**src/design/pgp_pkg.sv**
```systemverilog
package pgp_pkg;
   // ****************************************
   // register byte addresses
   // ****************************************
   localparam logic [11:0] ADDR_FUNC_SEL = 12'h000;
   localparam logic [11:0] ADDR_DIR      = 12'h004;
   localparam logic [11:0] ADDR_DATA     = 12'h008;
   localparam logic [11:0] ADDR_PULLUP   = 12'h00C;
   // ****************************************
   // field positions and masks
   // ****************************************
   localparam int          FS_PIN7_BIT   = 7;
   localparam int          FS_PIN4_BIT   = 4;
   localparam int          FS_TX2_BIT    = 3;
   localparam int          FS_RSVD2_BIT  = 2;
   localparam int          FS_TX_BIT     = 1;
   localparam int          RSVD_PIN_BIT  = 3;
   localparam logic [7:0]  FS_MASK       = 8'h9E;
   localparam logic [7:0]  PORT_MASK     = 8'hF7;
   localparam logic [7:0]  RSVD_ONE      = 8'h08;
   // ****************************************
   // reset values
   // ****************************************
   localparam logic [7:0]  FS_RESET      = 8'h00;
   localparam logic [7:0]  DIR_RESET     = 8'h00;
   localparam logic [7:0]  DATA_RESET    = 8'h00;
   localparam logic [7:0]  PULLUP_RESET  = 8'h00;
endpackage

```
**src/design/pgp_port1.sv**
```systemverilog
// Notes on behaviour
// - after reset every pin is an input, nothing driven
// - select bit 7 routes pin 7 to interrupt 3 and timer trigger
// - select bit 4 routes pin 4 to interrupt 0
// - select bit 3 makes other port pin 2 the second serial transmit
// - select bit 1 makes serial port pin 2 the serial transmit
// - select bits 6, 5 and 0 read zero, hold nothing
// - direction bit 1 makes a general pin an output, 0 an input
// - bit 3 reserved; reads as 1 in data and pull-up
// - data register value drives general output pins
// - data read of an output bit returns stored value
// - data read of an input bit returns synchronised pin level
// - pull-up bit enables pull-up only while direction bit is 0
// - peripheral function overrides the direction bit; code masks pin_oe only on pins 7 and 4, data read still uses direction
//
// Decided for this implementation: register access over APB and the register addresses.
module pgp_port1 (
   // apb
   input  wire logic        pclk,
   input  wire logic        presetn,
   input  wire logic        psel,
   input  wire logic        penable,
   input  wire logic        pwrite,
   input  wire logic [11:0] paddr,
   input  wire logic [31:0] pwdata,
   output logic      [31:0] prdata,
   output logic             pready,
   output logic             pslverr,
   // port pins
   input  wire logic [7:0]  pin_in,
   output logic      [7:0]  pin_out,
   output logic      [7:0]  pin_oe,
   output logic      [7:0]  pin_pullup,
   // peripheral routing
   output logic             ext_interrupt_3_input,
   output logic             timer_trigger_input,
   output logic             ext_interrupt_0_input,
   output logic             second_serial_tx_select,
   output logic             serial_tx_select
);

   // ****************************************
   // pin synchroniser
   // ****************************************
   logic [7:0] sync1_q, sync2_q;

   always_ff @(posedge pclk or negedge presetn) begin
      if (!presetn) begin
         sync1_q <= 8'h00;
         sync2_q <= 8'h00;
      end else begin
         sync1_q <= pin_in;
         sync2_q <= sync1_q;
      end
   end

   // ****************************************
   // register file
   // ****************************************
   logic [7:0]  fsel_q, fsel_d;
   logic [7:0]  dir_q, dir_d;
   logic [7:0]  data_q, data_d;
   logic [7:0]  pull_q, pull_d;
   logic [31:0] prdata_d;
   logic        pslverr_d;
   logic        pready_d;
   logic        wr_en, rd_en, access, hit;

   function automatic logic addr_known(input logic [11:0] a);
      addr_known = (a == pgp_pkg::ADDR_FUNC_SEL) || (a == pgp_pkg::ADDR_DIR) ||
                   (a == pgp_pkg::ADDR_DATA) || (a == pgp_pkg::ADDR_PULLUP);
   endfunction

   // one wait state: pready rises in the second access cycle
   assign access = psel && penable && !pready;
   assign hit    = addr_known(paddr);
   // write lands at the edge where pready is sampled high
   assign wr_en  = psel && penable && pready && pwrite && hit;
   assign rd_en  = access && !pwrite;

   always_comb begin
      fsel_d    = fsel_q;
      dir_d     = dir_q;
      data_d    = data_q;
      pull_d    = pull_q;
      prdata_d  = 32'h0000_0000;
      pslverr_d = 1'b0;
      pready_d  = access;
      if (access && !hit) begin
         pslverr_d = 1'b1;
      end
      if (wr_en) begin
         case (paddr)
            pgp_pkg::ADDR_FUNC_SEL: fsel_d = pwdata[7:0] & pgp_pkg::FS_MASK;
            pgp_pkg::ADDR_DIR:      dir_d  = pwdata[7:0] & pgp_pkg::PORT_MASK;
            pgp_pkg::ADDR_DATA:     data_d = pwdata[7:0] & pgp_pkg::PORT_MASK;
            pgp_pkg::ADDR_PULLUP:   pull_d = pwdata[7:0] & pgp_pkg::PORT_MASK;
            default:                fsel_d = fsel_q;
         endcase
      end
      if (rd_en && hit) begin
         case (paddr)
            pgp_pkg::ADDR_FUNC_SEL: prdata_d = {24'h000000, fsel_q};
            // direction is write-only
            pgp_pkg::ADDR_DIR:      prdata_d = 32'h0000_0000;
            pgp_pkg::ADDR_DATA:     prdata_d = {24'h000000,
               ((dir_q & data_q) | (~dir_q & sync2_q & pgp_pkg::PORT_MASK))
               | pgp_pkg::RSVD_ONE};
            pgp_pkg::ADDR_PULLUP:   prdata_d = {24'h000000, pull_q | pgp_pkg::RSVD_ONE};
            default:                prdata_d = 32'h0000_0000;
         endcase
      end
   end

   always_ff @(posedge pclk or negedge presetn) begin
      if (!presetn) begin
         fsel_q  <= pgp_pkg::FS_RESET;
         dir_q   <= pgp_pkg::DIR_RESET;
         data_q  <= pgp_pkg::DATA_RESET;
         pull_q  <= pgp_pkg::PULLUP_RESET;
         prdata  <= 32'h0000_0000;
         pslverr <= 1'b0;
         pready  <= 1'b0;
      end else begin
         fsel_q  <= fsel_d;
         dir_q   <= dir_d;
         data_q  <= data_d;
         pull_q  <= pull_d;
         prdata  <= prdata_d;
         pslverr <= pslverr_d;
         pready  <= pready_d;
      end
   end

   // ****************************************
   // pin control
   // ****************************************
   logic [7:0] periph_sel;
   logic [7:0] oe_d, out_d, pull_en_d;
   logic       ext_interrupt_3_input_d, trig_d, ext_interrupt_0_input_d, tx2_d, tx_d;

   always_comb begin
      periph_sel = 8'h00;
      // pin 7 to interrupt and timer
      periph_sel[7] = fsel_d[pgp_pkg::FS_PIN7_BIT];
      periph_sel[4] = fsel_d[pgp_pkg::FS_PIN4_BIT];
      oe_d  = dir_d & ~periph_sel & pgp_pkg::PORT_MASK;
      out_d = data_d & oe_d;
      pull_en_d = pull_d & ~dir_d & ~periph_sel & pgp_pkg::PORT_MASK;
      ext_interrupt_3_input_d = periph_sel[7] ? sync2_q[7] : 1'b1;
      trig_d = periph_sel[7] ? sync2_q[7] : 1'b1;
      ext_interrupt_0_input_d = periph_sel[4] ? sync2_q[4] : 1'b1;
      tx2_d = fsel_d[pgp_pkg::FS_TX2_BIT];
      tx_d  = fsel_d[pgp_pkg::FS_TX_BIT];
   end

   always_ff @(posedge pclk or negedge presetn) begin
      if (!presetn) begin
         pin_oe                  <= 8'h00;
         pin_out                 <= 8'h00;
         pin_pullup              <= 8'h00;
         ext_interrupt_3_input   <= 1'b1;
         timer_trigger_input     <= 1'b1;
         ext_interrupt_0_input   <= 1'b1;
         second_serial_tx_select <= 1'b0;
         serial_tx_select        <= 1'b0;
      end else begin
         pin_oe                  <= oe_d;
         pin_out                 <= out_d;
         pin_pullup              <= pull_en_d;
         ext_interrupt_3_input   <= ext_interrupt_3_input_d;
         timer_trigger_input     <= trig_d;
         ext_interrupt_0_input   <= ext_interrupt_0_input_d;
         second_serial_tx_select <= tx2_d;
         serial_tx_select        <= tx_d;
      end
   end

endmodule // pgp_port1

```
**config.mk**
```make
export PLATFORM = sky130hd
export DESIGN_NAME = pgp_port1
export DESIGN_NICKNAME = d
export VERILOG_FILES = /design/src/design/pgp_pkg.sv /design/src/design/pgp_port1.sv
export SDC_FILE = /design/constraint.sdc
export NUM_CORES = 1
export LEC_CHECK = 0
export ABC_AREA = 1
export ABC_CLOCK_PERIOD_IN_PS = 4100
export BUFFER_PORTS_ARGS = -buffer_cell sky130_fd_sc_hd__buf_4
export CORE_MARGIN = 2
export CORE_UTILIZATION = 52
export DETAILED_ROUTE_END_ITERATION = 8
export PLACE_DENSITY = 0.92
export SLEW_MARGIN = 20
export SYNTH_ARGS = -nofsm -noshare
export SYNTH_HDL_FRONTEND = slang
export SYNTH_SLANG_ARGS = --single-unit
```
**constraint.sdc**
```tcl
create_clock -name pclk -period 4.1 [get_ports pclk]
set_input_delay 0.205 -clock pclk [delete_from_list [all_inputs] [get_ports pclk]]
set_output_delay 0.205 -clock pclk [all_outputs]
set_load 0.02 [all_outputs]
```
## After elaboration in Yosys (flattened, before gate mapping)

Index checks and enable logic that the tools add are counted.

- Logic and storage cells: 59
- Bits of input ports: 57
- Flip-flop bits (word level): 105
- Output and inout port bits: 63

- Mux-type cells: 13
- Reductions and logical operators: 16
- Bitwise logic cells: 10
- Equality and inequality tests: 3

Operators with widths:

| kind | count |
|---|---|
| $mux W8 | 9 |
| $and A8 B8 Y8 | 6 |
| $eq A12 B4 Y1 const B | 2 |
| $not A8 Y8 | 3 |
| $pmux W8 S3 | 1 |
| $eq A12 B3 Y1 const B | 1 |
| $logic_not A12 Y1 | 1 |
| $logic_and A1 B1 Y1 | 8 |
| $or A8 B8 Y8 | 1 |
| $logic_not A1 Y1 | 3 |
| $logic_or A1 B1 Y1 | 3 |
| $mux W1 | 3 |
| $reduce_and A2 Y1 | 1 |

## Depth between registers and ports, before layout

- Word-level depth: 9
- Gate-level depth with buffers: 11
- Mapped depth without buffers: 11

## Worst setup path before layout

Ideal clock, no wire load.

- Kind: register to register
- Start point: reg pready
- End point: reg pin_out[5]
- Period minus slack after synthesis: 1.479 ns
- Data required time: 3.971 ns
- Library setup time: 0.129 ns
- Setup slack: 2.621 ns
- Cell stages (with the launch flop): 9
- Path buffers: 1
- Arrival time: 1.350 ns
- Cell sequence: dfrtp_1 nand2_1 nor2_8 inv_2 nor2_4 buf_6 nand2_1 o21ai_1 nor2_1

- Word-level cells in the longest chain between the ends: 6
- Elaborated cells between the ends (all ways): 7
- Classes of those cells: mux: 2; bitwise: 2; reduce/logical: 3

Ends and longest elaborated chain:

| what | RTL line | text |
|---|---|---|
| start, declared | pgp_port1.sv:27 | `output logic pready,` |
| start signal, assigned | pgp_port1.sv:131 | `pready <= pready_d;` |
| $logic_and A1 B1 Y1 (*) (3 in series) | pgp_port1.sv:78 | `assign wr_en = psel && penable && pready && pwrite && hit;` |
| $mux W8 | pgp_port1.sv:92 | `if (wr_en) begin` |
| $and A8 B8 Y8 | pgp_port1.sv:147 | `oe_d = dir_d & ~periph_sel & pgp_pkg::PORT_MASK;` |
| $and A8 B8 Y8 (*) | pgp_port1.sv:148 | `out_d = data_d & oe_d;` |
| net out_d[5] | pgp_port1.sv:139 | `logic [7:0] oe_d, out_d, pull_en_d;` |
| end signal, assigned | pgp_port1.sv:169 | `pin_out <= out_d;` |
| end, declared | pgp_port1.sv:31 | `output logic [7:0] pin_out,` |

Mark *: on every way through the listed nets, which the timed path passes. The rest lies on a longest branch.
A chain may end at the register's enable or synchronous reset.

## Worst setup path after layout

- Start point: reg pready
- End point: reg pin_pullup[4]

- Elaborated cells between the ends (all ways): 10
- Classes of those cells: mux: 3; bitwise: 4; reduce/logical: 3

RTL lines:

| what | RTL line | text |
|---|---|---|
| $logic_and A1 B1 Y1 (3 in series) | pgp_port1.sv:78 |  |
| $mux W8 | pgp_port1.sv:92 |  |
| net pull_d[4] | pgp_port1.sv:63 | `logic [7:0] pull_q, pull_d;` |
| $and A8 B8 Y8 (2 in series) | pgp_port1.sv:149 | `pull_en_d = pull_d & ~dir_d & ~periph_sel & pgp_pkg::PORT_MASK;` |
| net pull_en_d[4] | pgp_port1.sv:139 |  |
| end signal, assigned | pgp_port1.sv:170 | `pin_pullup <= pull_en_d;` |
| end, declared | pgp_port1.sv:33 | `output logic [7:0] pin_pullup,` |

The timed path passes the listed nets, and every way through them passes these cells.

==> flow_metrics.py <==
metrics = {
    "outcome": {
        "status": "completed",
    },
    "timing": {
        "hold_viol_final": 0,
        "period_minus_slack_ps": 1640,
        "period_share_pct": 40.1,
        "fin_skew_ps": 10.2,
        "setup_tns_ps": 0,
        "max_freq_ghz": 0.608,
        "setup_viol": 0,
        "slew_violations": 0,
        "max-slew-margin-rel_pct": 46.1,
        "tightest_slew_ps": 809,
        "rsz0062_at_grt": "false",
    },
    "drt": {
        "antenna_left": 0,
        "vias": 2123,
        "routedWlPerCell_um": 12.7,
        "remaining_drc_errors": 0,
        "first_pass_iters": 4,
        "routed_wl_mm": 5.74,
        "dr.first_iter.drc_count": 130,
        "viasPerCell": 4.70,
    },
    "yosys": {
        "syn_avg_cell_area_um2": 10.0,
        "netlist.area_leader.share_pct": 55.0,
        "synthCells": 300,
        "yosysSeqAreaShare_pct": 56.7,
        "netlist_area_mm2": 0.00300,
        "yosysTopAreaCell": "dfrtp_1",
        "yosysWarnings": 0,
        "yosys-top-cells-count": "dfrtp_1 (66), nand2_1 (51), inv_1 (40), buf_4 (33)",
        "synth-seq-cells": 68,
        "yosys-top-cells-area": "dfrtp_1 (55%), buf_4 (8.2%), nand2_1 (6.4%)",
        "synthArstFlopShare_pct": 100,
        "synth-main-ff-cell": "dfrtp_1",
        "synth_edf_count": 0,
        "synth_most_common_cell": "dfrtp_1",
        "ys_types": 29,
    },
    "placed_design": {
        "place.detailed.hpwl_mm": 4.03,
        "place_congestion": 0.793,
        "port_buffers": 67,
    },
    "cts": {
        "cts_buffer_depth": 2,
        "path_clk_slew_ps": 70,
        "clock_sinks": 68,
        "htreeDepth": 3,
        "post_cts_resized": 0,
        "root_buffer": "clkbuf_8",
        "clk_latency_ps": 330,
        "cts_setup_buffers": 0,
        "cts_tree": "yes",
        "cts_hold_buf": 8,
        "numCtsBuffers": 9,
    },
    "global_routing": {
        "grt_antenna_before_repair": 0,
        "grt-ovfl-total": 0,
        "grt_first_pass_wirelength_mm": 9.34,
        "grt_pass1_vias": 2116,
        "grt_start_max_net_pins": 69,
        "grt_usage_pct": 19.4,
    },
    "setup_path": {
        "path_max_fanout": 13,
        "cp.required_ps": 4330,
        "cp_num_buf_inv": 2,
        "slowest_stage": "dfrtp_1",
        "crit_chain": "nand2_1 -> nor2_8 -> nand3_2 -> inv_1 -> nand2_1 -> o21ai_0 -> inv_1 -> nand3_1 -> nor2_1",
        "path_class": "reg -> reg",
        "path_depth": 9,
        "r2r_cells": 9,
        "critPathLaunchType": "flop",
        "cp-end-kind": "flop",
        "max_stage_delay_ps": 400,
        "crit_family": "simple AND/OR/NAND/NOR gates",
        "arrival_ps": 1880,
    },
    "floorplanning": {
        "die_h_um": 80.0,
        "io_pins": 120,
        "initial_utilization_pct": 54.2,
        "dieArea_mm2": 0.00640,
        "die_x_um": 80.0,
        "coreArea_mm2": 0.00554,
        "rows": 27,
    },
    "cells_and_area": {
        "nets": 433,
        "drive_gt1_share_pct": 29.7,
        "syn2layout_area_growth_pct": 21.9,
        "fin_util_pct": 66.1,
        "diodes": 0,
        "fillers": 449,
    },
    "min_path": {
        "min_path_type": "in -> reg",
        "hold_depth": 3,
    },
    "power_and_ir_drop": {
        "leakagePower_nw": 2.07,
        "p_per_area_mw_per_mm2": 342,
        "power.total_w": 0.00125,
        "ir_drop_mv": 0.242,
    },
    "job": {
        "maxCapViolCount": 0,
    },
}
[state kept, by name, summed over array words and instances (netlist names), 2 cells and up]
register / cells
sync2_q: 7
sync1_q: 7
pin_pullup: 7
pin_oe: 2
pin_out: 7
dir_q: 7
prdata: 8
fsel_q: 5
pull_q: 7
data_q: 7
[cell usage in the layout, fill, tap and decap left out, drive strengths merged]
cell and instances:
o2111ai 1, nand3b 1, a21oi 9, mux2i 6
conb 27, clkbuf 13, inv 42, nand3 19
nor3 2, dfrtp 66, dfstp 2, clkinv 2
dlygate4sd3 8, buf 67, o21ai 26, nor2 26
nand2 58, or2 5
[cells by family (layout without fill, tap and decap cells)]
family / count (synthesis) / count (layout) / synth area share [%]
AOI/OAI and AO/OA: 36 / 36 / 7.25
buffers and inverters: 78 / 132 / 14.6
DFF: 68 / 68 / 56.7
and+or+nand+nor: 111 / 111 / 19.3
other: 1 / 27 / 0.125
muxes: 6 / 6 / 2.00
[stage by stage]
stage | hold slack [ps] | instances | setup WS (ps) | cell area [um^2]
6_report | 135 | 452 | 2460 | 3660
5_1_grt | 123 | 452 | 2300 | 3660
4_1_cts | 126 | 452 | 2450 | 3660
3_5_place_dp | 316 | 429 | 2280 | 3410
3_3_place_gp | 314 | 429 | 2340 | 3410
2_1_floorplan | -90.6 | 326 | 2620 | 3100
[worst paths after layout]
path | from | to | slack [ps]
max | pready | pin_pullup[4] | 2460
min | pwdata[3] | fsel_q[3] | 130
max reg2reg | pready | pin_pullup[4] | 2460
min reg2reg | sync1_q[0] | sync2_q[0] | 350
max in group asynchronous | presetn | data_q[1] | 3060
min in group asynchronous | presetn | sync2_q[4] | 520
[layer usage]
| metal | up-vias | routed length (um) | GRT usage [%] |
|---|---|---|---|
| li1 | 1025 | - | - |
| met1 | 995 | 2290 | 23.4 |
| met2 | 84 | 2840 | 31.0 |
| met3 | 19 | 435 | 5.43 |
| met4 | 0 | 163 | 11.2 |
| met5 | - | 0 | 0 |
[power breakdown]
part | switching, W | internal [W]
Combinational | 0.0000596 | 0.0000324
Sequential | 0.00000335 | 0.000681
Clock | 0.000228 | 0.000248
[final cells by class]
class / count / area [um^2] / area share [%]
Clock buffer: 13 / 159 / 4.34
Clock inverter: 2 / 10.0 / 0.273
Inverter: 42 / 158 / 4.30
Multi-Input combinational cell: 180 / 958 / 26.2
Sequential cell: 68 / 1700 / 46.5
Tap cell: 72 / 90.1 / 2.46
Timing Repair Buffer: 75 / 583 / 15.9
[worst min-delay path: cells and delay by family]
kind                   cells  cell delay (ps)
AO/OA/AOI/OAI              1              100
AND/OR/NAND/NOR            1               40
buffers and inverters      1               90
(Power assumes the default switching activity.)
